===== config.mk =====
export PLATFORM = sky130hd
export DESIGN_NAME = cwc_ctrl
export DESIGN_NICKNAME = d
export VERILOG_FILES = /design/src/logic/cwc_pkg.sv /design/src/logic/cwc_ctrl.sv /design/src/logic/cwc_down_timer.sv
export VERILOG_INCLUDE_DIRS = /design/src /design/src/logic
export SDC_FILE = /design/constraint.sdc
export NUM_CORES = 1
export LEC_CHECK = 0
export BUFFER_PORTS_ARGS = -buffer_cell sky130_fd_sc_hd__buf_2
export CORE_ASPECT_RATIO = 0.75
export CORE_MARGIN = 3
export CORE_UTILIZATION = 45
export CTS_CLUSTER_SIZE = 12
export DETAILED_ROUTE_END_ITERATION = 10
export GPL_TIMING_DRIVEN = 0
export PLACE_DENSITY_LB_ADDON = 0.12
export SLEW_MARGIN = 20
export SYNTH_ARGS = -nofsm -noshare
export SYNTH_HDL_FRONTEND = slang
export SYNTH_SLANG_ARGS = --single-unit

===== constraint.sdc =====
create_clock -name clk_i -period 4.1 [get_ports clk_i]
set_input_delay 0.82 -clock clk_i [delete_from_list [all_inputs] [get_ports clk_i]]
set_output_delay 0.82 -clock clk_i [all_outputs]
set_load 0.02 [all_outputs]

===== src/logic/cwc_defines.svh =====
// Constants of the charger wire cleaner controller: offsets, fields,
// reset values, motor codes and timing.
// Assumes a 100 MHz clock and a 32-bit classic Wishbone register bus.
`ifndef CWC_DEFINES_SVH
`define CWC_DEFINES_SVH

// ****************************************************************
// Register offsets (byte addresses)
// ****************************************************************
`define CWC_ADR_CTRL 8'h00
`define CWC_ADR_THRESH 8'h04
`define CWC_ADR_COUNT 8'h08
`define CWC_ADR_STATUS 8'h0c

// ****************************************************************
// Field positions
// ****************************************************************
`define CWC_CTRL_EN_BIT 0
`define CWC_CTRL_START_BIT 1
`define CWC_CTRL_FCLR_BIT 2
`define CWC_ST_BUSY_BIT 0
`define CWC_ST_PEND_BIT 1
`define CWC_ST_PREQ_BIT 2
`define CWC_ST_HOME_N_BIT 3
`define CWC_ST_FAR_N_BIT 4
`define CWC_ST_DRV_A_BIT 5
`define CWC_ST_DRV_B_BIT 6
`define CWC_ST_FAULT_BIT 7
`define CWC_ST_MOVE_BIT 8

// ****************************************************************
// Reset values
// ****************************************************************
`define CWC_THRESH_RST 16'h03e8
`define CWC_EN_RST 1'b1

// ****************************************************************
// Motor codes {drive_a, drive_b}
// ****************************************************************
`define CWC_DRV_OFF 2'b00
`define CWC_DRV_REV 2'b01
`define CWC_DRV_NORM 2'b10
`define CWC_DRV_BRAKE 2'b11

// ****************************************************************
// Timing
// ****************************************************************
`define CWC_CLK_MHZ 100
`define CWC_BRAKE_TIME_MS 50
`define CWC_BRAKE_CYCLES (`CWC_BRAKE_TIME_MS * `CWC_CLK_MHZ * 1000)
`define CWC_STROKE_TIME_MS 10000
`define CWC_STROKE_CYCLES (`CWC_STROKE_TIME_MS * `CWC_CLK_MHZ * 1000)
`define CWC_BRAKE_W 24
`define CWC_STROKE_W 30

`endif


===== src/logic/cwc_pkg.sv =====
// Types shared by the charger wire cleaner controller.
// Assumes cwc_defines.svh is visible for widths.
`include "cwc_defines.svh"

package cwc_pkg;

  typedef enum logic [1:0] {
    CWC_IDLE,
    CWC_REV,
    CWC_FWD,
    CWC_BRAKE
  } cwc_state_e;

  typedef struct packed {
    logic cyc;
    logic stb;
    logic we;
    logic [7:0] adr;
    logic [3:0] sel;
    logic [31:0] dat;
  } cwc_wb_req_s;

  typedef struct packed {
    logic ack;
    logic [31:0] dat;
  } cwc_wb_rsp_s;

  typedef struct packed {
    cwc_state_e st;
    logic pass;
    logic fault;
    logic evt_pend;
    logic energy_q;
    logic cover_q;
    logic enable;
    logic ack;
    logic [31:0] rdata;
    logic [15:0] cnt;
    logic [15:0] thresh;
    logic [1:0] drive;
  } cwc_ctrl_state_s;

endpackage


===== src/logic/cwc_ctrl.sv =====
// Charger wire cleaner controller: pass scheduling, motor sequencing,
// Wishbone register slave.
// Assumes synchronous inputs, active-low limit switches, and a motor
// driver that decodes the two drive lines.
//
// How it works
// A pass is requested out of every reset, which is power-on.
// Leaving energy saving requests a pass.
// Closing the front cover after it was open requests a pass.
// Pages since the last pass are counted and a pass is due at the threshold.
// A pass due by page count waits while a print job is active.
// Outside a pass the cleaner is driven to and kept at home.
// Reverse rotation carries the cleaner toward the far end.
// Normal rotation carries the cleaner back toward home.
// The far switch going low turns the motor to normal rotation.
// Drive code {a,b} is off 00, reverse 01, normal 10, brake 11.
// The home sense line is low only with the cleaner at home.
// The far sense line is low only with the cleaner at the far end.
// A pass starts in reverse and holds it until the far line is low.
// Home low on return brakes, then stops, and clears the page count.
//
// Decided for this implementation: the address map and the Wishbone slave port.
`timescale 1ns/1ps
`include "cwc_defines.svh"

module cwc_ctrl
  import cwc_pkg::*;
#(
  parameter logic [`CWC_BRAKE_W-1:0] BRAKE_CYCLES =
    `CWC_BRAKE_W'(`CWC_BRAKE_CYCLES),
  parameter logic [`CWC_STROKE_W-1:0] STROKE_CYCLES =
    `CWC_STROKE_W'(`CWC_STROKE_CYCLES)
) (
  input wire logic clk_i,
  input wire logic rst_i,
  input wire cwc_wb_req_s wb_req_i,
  output cwc_wb_rsp_s wb_rsp_o,
  input wire logic energy_save_i,
  input wire logic front_cover_open_i,
  input wire logic page_printed_i,
  input wire logic job_active_i,
  input wire logic home_pos_sense_n_i,
  input wire logic far_pos_sense_n_i,
  output logic cleaner_drive_a_o,
  output logic cleaner_drive_b_o,
  output logic pass_busy_o
);

  localparam cwc_ctrl_state_s CWC_RST = '{
    st: CWC_IDLE,
    pass: 1'b0,
    fault: 1'b0,
    evt_pend: 1'b1,
    energy_q: 1'b0,
    cover_q: 1'b0,
    enable: `CWC_EN_RST,
    ack: 1'b0,
    rdata: 32'h0000_0000,
    cnt: 16'h0000,
    thresh: `CWC_THRESH_RST,
    drive: `CWC_DRV_OFF
  };

  cwc_ctrl_state_s cur;
  cwc_ctrl_state_s next_cur;

  logic brake_done;
  logic stroke_done;
  logic brake_load;
  logic stroke_load;
  logic acc;
  logic wr;
  logic start_wr;
  logic fclr_wr;
  logic energy_ret;
  logic cover_close;
  logic page_req;
  logic launch;
  logic pass_done;
  logic stroke_abort;

  // ****************************************************************
  // Timers
  // ****************************************************************
  cwc_down_timer #(
    .W(`CWC_BRAKE_W)
  ) u_brake_tmr (
    .clk_i(clk_i),
    .rst_i(rst_i),
    .load_i(brake_load),
    .load_val_i(BRAKE_CYCLES),
    .done_o(brake_done)
  );

  // Guards against a stalled motor or a dead switch
  cwc_down_timer #(
    .W(`CWC_STROKE_W)
  ) u_stroke_tmr (
    .clk_i(clk_i),
    .rst_i(rst_i),
    .load_i(stroke_load),
    .load_val_i(STROKE_CYCLES),
    .done_o(stroke_done)
  );

  assign brake_load = (cur.st != CWC_BRAKE) && (next_cur.st == CWC_BRAKE);
  assign stroke_load = (next_cur.st != cur.st) &&
    ((next_cur.st == CWC_REV) || (next_cur.st == CWC_FWD));

  // ****************************************************************
  // Next state
  // ****************************************************************
  always_comb begin
    next_cur = cur;
    acc = wb_req_i.cyc && wb_req_i.stb && !cur.ack;
    wr = acc && wb_req_i.we;
    start_wr = wr && (wb_req_i.adr == `CWC_ADR_CTRL) && wb_req_i.sel[0] &&
      wb_req_i.dat[`CWC_CTRL_START_BIT];
    fclr_wr = wr && (wb_req_i.adr == `CWC_ADR_CTRL) && wb_req_i.sel[0] &&
      wb_req_i.dat[`CWC_CTRL_FCLR_BIT];
    energy_ret = cur.energy_q && !energy_save_i;
    cover_close = cur.cover_q && !front_cover_open_i;
    // Zero threshold turns page-driven passes off
    page_req = (cur.thresh != 16'h0000) && (cur.cnt >= cur.thresh);
    launch = (cur.st == CWC_IDLE) && cur.enable && !cur.fault &&
      (cur.evt_pend || (page_req && !job_active_i));
    pass_done = (cur.st == CWC_BRAKE) && brake_done && cur.pass;
    stroke_abort = ((cur.st == CWC_REV) || (cur.st == CWC_FWD)) &&
      stroke_done;

    next_cur.energy_q = energy_save_i;
    next_cur.cover_q = front_cover_open_i;
    // Set wins over the clear taken by a launch
    next_cur.evt_pend = (cur.evt_pend && !launch) || energy_ret ||
      cover_close || start_wr;
    next_cur.fault = (cur.fault && !fclr_wr) || stroke_abort;

    // Page arriving in the clearing cycle still counts
    if (pass_done) begin
      next_cur.cnt = 16'h0000;
    end
    if (page_printed_i && (next_cur.cnt != 16'hffff)) begin
      next_cur.cnt = next_cur.cnt + 16'h0001;
    end

    case (cur.st)
      CWC_IDLE: begin
        if (launch) begin
          next_cur.st = CWC_REV;
          next_cur.pass = 1'b1;
        end else if (home_pos_sense_n_i) begin
          next_cur.st = CWC_FWD;
          next_cur.pass = 1'b0;
        end
      end
      CWC_REV: begin
        if (stroke_abort) begin
          next_cur.st = CWC_BRAKE;
          next_cur.pass = 1'b0;
        end else if (!far_pos_sense_n_i) begin
          next_cur.st = CWC_FWD;
        end
      end
      CWC_FWD: begin
        if (!home_pos_sense_n_i) begin
          next_cur.st = CWC_BRAKE;
        end else if (stroke_abort) begin
          next_cur.st = CWC_BRAKE;
          next_cur.pass = 1'b0;
        end
      end
      CWC_BRAKE: begin
        if (brake_done) begin
          next_cur.st = CWC_IDLE;
          next_cur.pass = 1'b0;
        end
      end
      default: begin
        next_cur.st = CWC_IDLE;
        next_cur.pass = 1'b0;
      end
    endcase

    case (next_cur.st)
      CWC_REV: next_cur.drive = `CWC_DRV_REV;
      CWC_FWD: next_cur.drive = `CWC_DRV_NORM;
      CWC_BRAKE: next_cur.drive = `CWC_DRV_BRAKE;
      default: next_cur.drive = `CWC_DRV_OFF;
    endcase

    // ****************************************************************
    // Register bus
    // ****************************************************************
    next_cur.ack = acc;
    if (wr) begin
      case (wb_req_i.adr)
        `CWC_ADR_CTRL: begin
          if (wb_req_i.sel[0]) begin
            next_cur.enable = wb_req_i.dat[`CWC_CTRL_EN_BIT];
          end
        end
        `CWC_ADR_THRESH: begin
          if (wb_req_i.sel[0]) begin
            next_cur.thresh[7:0] = wb_req_i.dat[7:0];
          end
          if (wb_req_i.sel[1]) begin
            next_cur.thresh[15:8] = wb_req_i.dat[15:8];
          end
        end
        default: begin
        end
      endcase
    end
    if (acc) begin
      next_cur.rdata = 32'h0000_0000;
      case (wb_req_i.adr)
        `CWC_ADR_CTRL: next_cur.rdata[`CWC_CTRL_EN_BIT] = cur.enable;
        `CWC_ADR_THRESH: next_cur.rdata[15:0] = cur.thresh;
        `CWC_ADR_COUNT: next_cur.rdata[15:0] = cur.cnt;
        `CWC_ADR_STATUS: begin
          next_cur.rdata[`CWC_ST_BUSY_BIT] = cur.pass;
          next_cur.rdata[`CWC_ST_PEND_BIT] = cur.evt_pend;
          next_cur.rdata[`CWC_ST_PREQ_BIT] = page_req;
          next_cur.rdata[`CWC_ST_HOME_N_BIT] = home_pos_sense_n_i;
          next_cur.rdata[`CWC_ST_FAR_N_BIT] = far_pos_sense_n_i;
          next_cur.rdata[`CWC_ST_DRV_A_BIT] = cur.drive[1];
          next_cur.rdata[`CWC_ST_DRV_B_BIT] = cur.drive[0];
          next_cur.rdata[`CWC_ST_FAULT_BIT] = cur.fault;
          next_cur.rdata[`CWC_ST_MOVE_BIT] = (cur.st != CWC_IDLE);
        end
        default: begin
        end
      endcase
    end
  end

  always_ff @(posedge clk_i) begin
    if (rst_i) begin
      cur <= CWC_RST;
    end else begin
      cur <= next_cur;
    end
  end

  assign cleaner_drive_a_o = cur.drive[1];
  assign cleaner_drive_b_o = cur.drive[0];
  assign pass_busy_o = cur.pass;
  assign wb_rsp_o.ack = cur.ack;
  assign wb_rsp_o.dat = cur.rdata;
endmodule


===== src/logic/cwc_down_timer.sv =====
// Loadable down counter with a level done flag.
// Assumes one clock and a synchronous active-high reset.
`timescale 1ns/1ps

module cwc_down_timer #(
  parameter int W = 24
) (
  input wire logic clk_i,
  input wire logic rst_i,
  input wire logic load_i,
  input wire logic [W-1:0] load_val_i,
  output logic done_o
);

  typedef struct packed {
    logic [W-1:0] cnt;
  } cwc_tmr_s;

  cwc_tmr_s cur;
  cwc_tmr_s next_cur;

  always_comb begin
    next_cur = cur;
    if (load_i) begin
      next_cur.cnt = load_val_i;
    end else if (cur.cnt != '0) begin
      next_cur.cnt = cur.cnt - W'(1);
    end
  end

  always_ff @(posedge clk_i) begin
    if (rst_i) begin
      cur <= '0;
    end else begin
      cur <= next_cur;
    end
  end

  assign done_o = (cur.cnt == '0);

endmodule


# Word-level counts from Yosys, hierarchy flattened
# Cells that the tools add are included.
# totals
regBits,113
inputBits,55
# op_classes
addsub,3
order_cmp,1
eq_ne,17
muxes,20
n_reduce_logical,52
# ops
operator,n
2-to-1 mux 30 bit,2
2-to-1 mux 23 bit,2
2-to-1 mux 16 bit,2
logical NOT 30 bit,1
nonzero test 30 bit,1
"subtractor 30 x 1 -> 30 bit, second input constant",1
logical NOT 24 bit,1
case mux 8 bit (3 select lines),1
nonzero test 24 bit,1
"subtractor 24 x 1 -> 24 bit, second input constant",1
logical AND 1 bit,22
"adder 16 x 1 -> 16 bit, second input constant",1
"== test 8 x 4 -> 1 bit, second input constant",2
greater-or-equal comparator 16 bit,1
"inequality test 16 bit, second input constant",1
nonzero test 16 bit,1
case mux 7 bit (2 select lines),1
2-to-1 mux 3 bit,4
case mux 3 bit (4 select lines),1
"inequality test 2 bit, second input constant",5
AND reduction 3 bit,3
"== test 2 bit, second input constant",4
"== test 8 x 3 -> 1 bit, second input constant",1
logical NOT 8 bit,1
13 further kinds,32

# Logic depth before layout (Yosys ltp)
# Gate-level depths: netlist (run 1).
# logic_depth
depth_word,11
mapped_depth,16
ltp_nobuf,13

# By module
# Synthesis (run 1) repeated with hierarchy kept, for this count alone.
# hier_totals
hier_cells,797
area_unflattened_um2,6565.0
# by_module_without_submodules
mod,instances,cells_each,area_each_um2,seq_area_each_um2
cwc_ctrl,1,447,3599.7,1161.1
cwc_down_timer at u_stroke_tmr,1,189,1655.3,600.6
cwc_down_timer at u_brake_tmr,1,161,1310.0,480.5

# Worst setup path after synthesis (run 1)
# No wires, ideal clock.
# synth_path
path_type,reg2reg
startpoint,reg cur[3] in the netlist's numbering
endpoint,reg u_brake_tmr.cur[0] in the netlist's numbering
setup_ps,128
arrival_ps,3327
setup_slack_ps,645
path_stages_with_launch,17
path_buffers,3
period_less_slack_ps,3455
cell_sequence,dfxtp_1 > inv_1 > ha_1 > nor2b_1 > o211a_1 > o31ai_1 > a31oi_1 > or2_2 > buf_1 > or3b_2 > o31ai_1 > ha_1 > nand2b_1 > clkbuf_1 > nand2_1 > clkbuf_1 > nor2_1
# synth_via
elab_chain_len,10
elab_cells_between_ends,11
classes_between,order compare: 1; eq/ne: 1; mux: 2; reduce/logical: 7
# synth_lines
element,line,source
from (decl),cwc_ctrl.sv:64,cwc_ctrl_state_s cur;
from (signal assigned),cwc_ctrl.sv:241,cur <= next_cur;
greater-or-equal comparator 16 bit / nonzero test 16 bit (equally long branches),cwc_ctrl.sv:124,page_req = (cur.thresh != 16'h0000) && (cur.cnt >= cur.thresh);
logical AND 1 bit (*),cwc_ctrl.sv:124,
logical AND 1 bit (*),cwc_ctrl.sv:126,(cur.evt_pend || (page_req && !job_active_i));
logical OR 1 bit (*),cwc_ctrl.sv:126,
logical AND 1 bit (*),cwc_ctrl.sv:125,launch = (cur.st == CWC_IDLE) && cur.enable && !cur.fault &&
2-to-1 mux 3 bit (*),cwc_ctrl.sv:148,if (launch) begin
case mux 3 bit (4 select lines) (*),cwc_ctrl.sv:146,case (cur.st)
== test 2 bit (*),cwc_ctrl.sv:106,assign brake_load = (cur.st != CWC_BRAKE) && (next_cur.st == CWC_BRAKE);
logical AND 1 bit (*),cwc_ctrl.sv:106,
OR reduction 2 bit (no line) (*),-,
to (signal assigned),cwc_down_timer.sv:35,cur <= next_cur;
to (decl),cwc_down_timer.sv:19,cwc_tmr_s cur;
# Every way passes the cells marked *; elsewhere a longest branch is shown, timed or not.
# A chain may end at the register's enable or synchronous reset.

# Worst setup path in the final report (run 1)
# layout_path
startpoint,reg cur[3] in the netlist's numbering
endpoint,reg u_brake_tmr.cur[15] in the netlist's numbering
# Same word-level chain as after synthesis.

==> results of run 1 <==
-- per-layer routing --
| layer | vias to the layer above | GRT usage [%] | part of all wire, % |
|---|---|---|---|
| met5 | - | 0 | 0 |
| met4 | 0 | 4.43 | 0.93 |
| met3 | 12 | 4.05 | 7.7 |
| met2 | 178 | 32.8 | 43 |
| met1 | 2490 | 30.0 | 48 |
| li1 | 2618 | - | - |
-- worst max-delay path, cell delays in order, from the launching register on --
cell	delay, ps
sky130_fd_sc_hd__dfxtp_1	370
sky130_fd_sc_hd__inv_1	90
sky130_fd_sc_hd__ha_1	310
sky130_fd_sc_hd__nor2b_1	140
sky130_fd_sc_hd__o211a_1	210
sky130_fd_sc_hd__o31ai_1	320
sky130_fd_sc_hd__a31oi_1	180
sky130_fd_sc_hd__or2_2	300
sky130_fd_sc_hd__buf_1	170
sky130_fd_sc_hd__or3b_2	460
sky130_fd_sc_hd__o31ai_1	150
sky130_fd_sc_hd__ha_1	290
sky130_fd_sc_hd__nand2b_2	180
sky130_fd_sc_hd__nand2_2	210
sky130_fd_sc_hd__clkbuf_2	280
sky130_fd_sc_hd__nor2_1	80
-- through the flow --
step                util (%)  setup WS, ps  setup TNS, ps
floorplan                  -           645              0
global placement        51.9         -73.8           -723
detailed placement      51.9          -141          -1290
CTS                     54.5          44.9              0
global route            54.5          4.00              0
finish                  54.5           227              0
-- area by class of cell --
type / count / area (µm²)
Multi-Input combinational cell: 524 / 3340
Fill cell: 1189 / 5750
Tap cell: 166 / 208
Inverter: 31 / 116
Buffer: 61 / 380
Timing Repair Buffer: 56 / 280
Sequential cell: 112 / 2240
Clock inverter: 7 / 111
Clock buffer: 9 / 225
-- power by group through the flow --
stage / Sequential (µW) / Combinational, µW / Clock (µW)
floorplan: 1520 / 1470 / 0
global placement: 1540 / 1840 / 0
detailed placement: 1560 / 1900 / 0
CTS: 1540 / 1910 / 1010
global route: 1570 / 2160 / 1050
finish: 1540 / 1940 / 982
-- kinds of logic after synthesis --
logic type      count (synthesis)
simple gates                  295
other cells                     1
buf+inv                        93
compound gates                107
mux                            20
fa+ha+maj                      27
flops                         112
xor+xnor                       59
-- registers in the layout, summed over array words and instances (netlist names) --
signal             cells
wb_rsp_o              17
u_stroke_tmr.cur      30
cleaner_drive_b_o      1
cleaner_drive_a_o      1
u_brake_tmr.cur       24
pass_busy_o            1
cur                   38
-- what timing repair did --
action                                  4_1_cts  5_1_grt
hold buffers                                  0        0
endpoints found under the setup margin       10       11
buffers inserted                              0        0
cloned                                        0        0
gates resized for setup                       1        2
-- path summary, 6_finish.rpt --
path,depth (start not counted),slack (ps),start,to
max,15,230,cur[3]$_SDFFE_PP0P_,u_brake_tmr.cur[15]$_SDFFE_PP0P_
min,2,470,u_brake_tmr.cur[7]$_SDFFE_PP0P_,u_brake_tmr.cur[7]$_SDFFE_PP0P_
max reg2reg,15,230,cur[3]$_SDFFE_PP0P_,u_brake_tmr.cur[15]$_SDFFE_PP0P_
min reg2reg,2,470,u_brake_tmr.cur[7]$_SDFFE_PP0P_,u_brake_tmr.cur[7]$_SDFFE_PP0P_
-- layout by cell type, fill, tap and decap left out, types with 22 or more instances in the layout --
cell type                 instances
sky130_fd_sc_hd__nor2_1          97
sky130_fd_sc_hd__a21oi_1         44
sky130_fd_sc_hd__xor2_1          33
sky130_fd_sc_hd__dfxtp_1        112
sky130_fd_sc_hd__ha_1            27
sky130_fd_sc_hd__nor3_1          22
sky130_fd_sc_hd__inv_1           31
sky130_fd_sc_hd__xnor2_1         26
sky130_fd_sc_hd__nand2_1         50
sky130_fd_sc_hd__buf_2           56
sky130_fd_sc_hd__buf_4           34
==> results.json, run 1 <==
{
  "max_clock_freq_ghz": 0.258,
  "clock_insertion_delay_worst_skew_ps": 350,
  "drt_iter0_drc": 389,
  "sort_of_element_at_the_end_of_the_critical_path": "flop",
  "first_pass_grt_wire_length_mm": 25.4,
  "grt_start_max_net_pins": 21,
  "die-width_um": 140,
  "synth_most_common_cell": "sky130_fd_sc_hd__dfxtp_1",
  "layout-drive-gt1-share_pct": 15.8,
  "synth_cells": 714,
  "final-instance-count-excl-fill": 966,
  "timing.slew.headroom_pct": 34.3,
  "hold_viol": 0,
  "p_switching_uw": 1800,
  "synth_seq_cells": 112,
  "critical_path_required_ps": 4330,
  "antennaDiodeCount": 0,
  "tritoncts": "done",
  "syn_area_um2": 6020,
  "htree_levels": 3,
  "io_buffer_count": 56,
  "outcome": "completed",
  "gpl.final_weighted_congestion": 0.912,
  "initial_utilization_pct": 47.6,
  "gr_util_all_layers_pct": 20.9,
  "cts_buffer_depth": 2,
  "post_synth_num_cell_types": 57,
  "cts_bufs_inserted": 9,
  "cp-start-kind": "flop",
  "tightestPinTransition_ps": 983,
  "power.ir.vdd_worst_mv": 0.316,
  "synth-edff-count": 0,
  "ys_async_sr_fraction_pct": 0,
  "holdCritPathClass": "reg -> reg",
  "fraction_of_the_mapped_netlist_area_in_compound_gates_pct": 11.4,
  "route.detailed.wl_per_inst_um": 15.9,
  "pwr-share-clk_pct": 22.0,
  "timing.hold.ws_ps": 473,
  "vert_die_dim_um": 106,
  "p_int_uw": 2670,
  "die-area_um2": 14800,
  "area_of_all_placed_cells_without_fillers_um2": 6900,
  "syn_avg_cell_area_um2": 8.43,
  "basic_gate_share_of_the_synthesized_area_counting_and_or_nand_and_nor_cells_pct": 25.2,
  "overflow": 0,
  "critPathMaxFanout": 10,
  "final_nets": 877,
  "synth_flop_cell": "sky130_fd_sc_hd__dfxtp_1",
  "netSwitchingFraction_pct": 40.3,
  "drv_cap": 0,
  "cts_root_buf": "sky130_fd_sc_hd__clkbuf_16",
  "postPlaceCellArea_um2": 6560,
  "period_minus_slack_ps": 3870,
  "post_synth_xor_area_fraction_pct": 8.59,
  "finalMaxSlewViolations": 0,
  "synthDominantAreaCellType": "sky130_fd_sc_hd__dfxtp_1",
  "synth_top_family_by_area": "simple AND/OR/NAND/NOR gates",
  "total_leakage_power_uw": 0.00320,
  "synth_fa_ha_area_share_pct": 5.61,
  "fin_skew_ps": 12.0,
  "num_vias": 5298,
  "antenna_found_initial": 0,
  "worstPathArrival_ps": 4110,
  "placementRows": 35,
  "flow.area_growth_from_synthesis_pct": 14.7,
  "combPwrFrac_pct": 43.5,
  "synthesis.yosys.warnings": 0,
  "pin_count": 91,
  "via_per_inst": 5.48,
  "fin_crit_sh_pct": 94.5,
  "detail_route.wirelength_mm": 15.3,
  "drt_first_pass_iters": 5,
  "cts_num_sinks": 112,
  "setup_viol": 0,
  "seq_power_share_pct": 34.5,
  "placeableCoreArea_um2": 12700,
  "hpwl_mm": 11.9,
  "post-place-cells": 951,
  "synth_top_cell_area_share_pct": 37.3,
  "crit_type": "reg -> reg",
  "number_of_global_route_vias_before_repair": 5021,
  "synth.yosys.seq_area_share_pct": 37.3,
  "rsz0062_at_grt": "no",
  "synth_mux_area_share_pct": 3.53,
  "postRouteAntennaNets": 0,
  "report.power.total_uw": 4460,
  "clock_transition_at_the_register_clock_pins_on_the_worst_setup_and_hold_paths_after_cts_ps": 80,
  "synthTopCellsByArea": "sky130_fd_sc_hd__dfxtp_1 (37%), sky130_fd_sc_hd__nor2_1 (6.0%), sky130_fd_sc_hd__ha_1 (5.6%)",
  "power.density_cell_area_nw_per_um2": 647,
  "post_synth_most_frequent_cells": "sky130_fd_sc_hd__dfxtp_1 (112), sky130_fd_sc_hd__nor2_1 (97), sky130_fd_sc_hd__nand2_1 (51)",
  "remaining_drc_errors": 0
}
No activity file was read; power rests on OpenSTA's default activity.
==> run 2, diff against run 1 <==
--- a/config.mk
+++ b/config.mk
@@ -17,4 +17,5 @@
 export SLEW_MARGIN = 20
 export SYNTH_ARGS = -nofsm -noshare
 export SYNTH_HDL_FRONTEND = slang
+export SYNTH_HIERARCHICAL = 1
 export SYNTH_SLANG_ARGS = --single-unit
==> results.json, run 2 <==
{
  "outcome": "completed",
  "synthTopCellsByArea": "sky130_fd_sc_hd__dfxtp_1 (34%), sky130_fd_sc_hd__nor2_1 (5.3%), sky130_fd_sc_hd__ha_1 (5.1%)",
  "tightestPinTransition_ps": 1020,
  "clock_insertion_delay_worst_skew_ps": 350,
  "remaining_drc_errors": 0,
  "fin_crit_sh_pct": 93.2,
  "fraction_of_the_mapped_netlist_area_in_compound_gates_pct": 16.5,
  "drt_first_pass_iters": 5,
  "synth_most_common_cell": "sky130_fd_sc_hd__dfxtp_1",
  "final_nets": 1023,
  "postRouteAntennaNets": 0,
  "first_pass_grt_wire_length_mm": 26.1,
  "largest_register_ffs": 39,
  "via_per_inst": 4.99,
  "die-area_um2": 16100,
  "cts_hold_buffers": 0,
  "gpl.final_weighted_congestion": 0.894,
  "synth_flop_cell": "sky130_fd_sc_hd__dfxtp_1",
  "crit_slowest_cell": "sky130_fd_sc_hd__or4_1",
  "worst_hold_depth": 2,
  "fin_skew_ps": 11.0,
  "worstPathArrival_ps": 4030,
  "cts_buffer_depth": 2,
  "synth.yosys.seq_area_share_pct": 34.2,
  "tritoncts": "done",
  "largest_register": "cur",
  "timing.setup.tns_ps": 0,
  "timing.slew.headroom_pct": 31.9,
  "critical_path_required_ps": 4300,
  "final_cell_mix": "sky130_fd_sc_hd__dfxtp_1 (111), sky130_fd_sc_hd__nor2_1 (89), sky130_fd_sc_hd__nand2_1 (86), sky130_fd_sc_hd__conb_1 (70), sky130_fd_sc_hd__buf_2 (59)",
  "final_critical_path_setup_slack_ps": 277,
  "cts_root_buf": "sky130_fd_sc_hd__clkbuf_16",
  "reg2reg_from": "u_brake_tmr/cur[4]$_SDFFE_PP0P_",
  "clock_transition_at_the_register_clock_pins_on_the_worst_setup_and_hold_paths_after_cts_ps": 80,
  "die-width_um": 145,
  "critPathMaxFanout": 10,
  "finalMaxSlewViolations": 0,
  "grt_start_max_net_pins": 20,
  "number_of_global_route_vias_before_repair": 5020,
  "rsz0062_at_grt": "no",
  "pin_count": 91,
  "crit_family": "simple AND/OR/NAND/NOR gates",
  "worstHoldEndpoint": "wb_rsp_o[11]$_SDFFE_PP0P_",
  "initial_utilization_pct": 47.0,
  "io_buffer_count": 56,
  "syn_avg_cell_area_um2": 8.24,
  "ys_async_sr_fraction_pct": 0,
  "basic_gate_share_of_the_synthesized_area_counting_and_or_nand_and_nor_cells_pct": 26.1,
  "delay_of_the_slowest_cell_on_the_worst_path_ps": 510,
  "synth_seq_cells": 112,
  "post-place-cells": 1116,
  "post_synth_most_frequent_cells": "sky130_fd_sc_hd__dfxtp_1 (112), sky130_fd_sc_hd__nor2_1 (92), sky130_fd_sc_hd__nand2_1 (86)",
  "sort_of_element_at_the_end_of_the_critical_path": "flop",
  "syn_area_um2": 6570,
  "power.ir.vdd_worst_mv": 0.473,
  "flow.area_growth_from_synthesis_pct": 19.3,
  "synthesis.yosys.warnings": 6,
  "worstRegToRegCells": 19,
  "critical_path.reg2reg.endpoint": "u_stroke_tmr/cur[29]$_SDFFE_PP0P_",
  "layout.cells.most_common": "sky130_fd_sc_hd__dfxtp_1",
  "largest_registers": "cur (39), u_stroke_tmr/cur (30), u_brake_tmr/cur (24)",
  "ff2ff_setup_slack_ps": 280,
  "synth_top_cell_area_share_pct": 34.2,
  "htree_levels": 3,
  "placeableCoreArea_um2": 14000,
  "hold_path_startpoint": "wb_rsp_o[11]$_SDFFE_PP0P_",
  "synth_cells": 797,
  "timing.hold.ws_ps": 505,
  "synthDominantAreaCellType": "sky130_fd_sc_hd__dfxtp_1",
  "hpwl_mm": 11.9,
  "holdCritPathClass": "reg -> reg",
  "placementRows": 37,
  "cts_bufs_inserted": 9,
  "synth_fa_ha_area_share_pct": 5.15,
  "power.density_cell_area_nw_per_um2": 658,
  "detail_route.wirelength_mm": 15.9,
  "drv_cap": 0,
  "antenna_found_initial": 0,
  "num_vias": 5688,
  "gr_util_all_layers_pct": 19.5,
  "post_synth_xor_area_fraction_pct": 7.07,
  "cts_num_sinks": 112,
  "post_synth_num_cell_types": 74,
  "synth-edff-count": 0,
  "placement.setup.worst_slack_ps": -605,
  "layout-drive-gt1-share_pct": 18.1,
  "drt_iter0_drc": 406,
  "max_clock_freq_ghz": 0.262,
  "overflow": 0,
  "critical_path_buf_inv_count": 6,
  "setup_viol": 0,
  "cp-start-kind": "flop",
  "final-instance-count-excl-fill": 1141,
  "total_leakage_power_uw": 0.00340,
  "period_minus_slack_ps": 3820,
  "crit_chain": "or4_1, clkbuf_4, and4bb_1, and3_1, buf_4, buf_8, nand2b_4, a21oi_1, o21ai_1, nand2b_1, a211oi_2, ha_1, inv_1, o2111a_2, inv_1, buf_4, o311a_1, a21oi_1, o221ai_1",
  "crit_type": "reg -> reg",
  "vert_die_dim_um": 111,
  "route.detailed.wl_per_inst_um": 13.9,
  "hold_viol": 0,
  "synth_mux_area_share_pct": 2.31,
  "synth_top_family_by_area": "simple AND/OR/NAND/NOR gates",
  "antennaDiodeCount": 0
}
run 2: changes by cell type after synthesis, sizes merged, moves of 8 or more:
cell	change
a21oi	-16
and3b	-13
o21ai	+29
nor3	+12
a211o	+9
a31oi	-8
a211oi	+10
nand3	-8
nand2	+35
inv	+8
a22o	+10
run 2: worst max path at each step:
stage,from,endpoint,slack (ps),cells after the start
final,u_brake_tmr/cur[4]$_SDFFE_PP0P_,u_stroke_tmr/cur[29]$_SDFFE_PP0P_,280,19
after global routing,u_brake_tmr/cur[4]$_SDFFE_PP0P_,u_stroke_tmr/cur[29]$_SDFFE_PP0P_,10,19
after CTS,u_brake_tmr/cur[4]$_SDFFE_PP0P_,u_stroke_tmr/cur[26]$_SDFFE_PP0P_,30,19
after detailed placement,u_brake_tmr/cur[4]$_SDFFE_PP0P_,u_stroke_tmr/cur[14]$_SDFFE_PP0P_,-600,20
after global placement,u_brake_tmr/cur[12]$_SDFFE_PP0P_,u_stroke_tmr/cur[17]$_SDFFE_PP0P_,-620,19
after floorplan,u_brake_tmr/cur[4]$_SDFFE_PP0P_,u_stroke_tmr/cur[17]$_SDFFE_PP0P_,160,20
run 2: area by class of cell:
cell class,count,area [µm²]
buffer,66,437
multi-input combinational,647,4080
tap,195,244
sequential,112,2240
timing repair buffer,66,355
inverter,39,146
fill,1342,6150
clock inverter,7,100
clock buffer,9,225
run 2: cell families after synthesis:
| kind of cell | count (synthesis) |
|---|---|
| fa+ha+maj | 27 |
| flops | 112 |
| mux | 15 |
| other cells | 2 |
| buf+inv | 106 |
| simple gates | 326 |
| compound gates | 156 |
| xor+xnor | 53 |
run 2: repair_timing:
action | CTS | global route
endpoints found under the setup margin | 33 | 42
pin swaps | 2 | 4
setup buffers | 3 | 7
resized for setup | 10 | 24
run 2: per-layer routing:
layer | part of all wire, % | up-vias | track usage, %
li1 | - | 2995 | -
met1 | 55 | 2555 | 32.3
met5 | 0 | - | 0
met4 | 0.52 | 0 | 2.72
met2 | 39 | 132 | 26.0
met3 | 5.3 | 6 | 3.49
run 2: tightest hold or removal path, cell delays in order, from the launching register on:
cell and delay, ps:
sky130_fd_sc_hd__dfxtp_1 320, sky130_fd_sc_hd__nor2_1 100, sky130_fd_sc_hd__nor3_1 50
run 2: where the power goes:
| group | total (µW) | switching, µW | internal (µW) |
|---|---|---|---|
| clock | 976 | 433 | 543 |
| sequential | 1570 | 243 | 1330 |
| combinational | 2600 | 1440 | 1160 |
run 2: per-stage QoR:
step	util (%)	cell area [µm²]	power, µW
finish	56.0	7830	5150
global route	56.0	7830	5550
CTS	55.2	7720	4950
detailed placement	52.5	7340	3900
global placement	52.5	7340	3890
floorplan	-	6820	3390
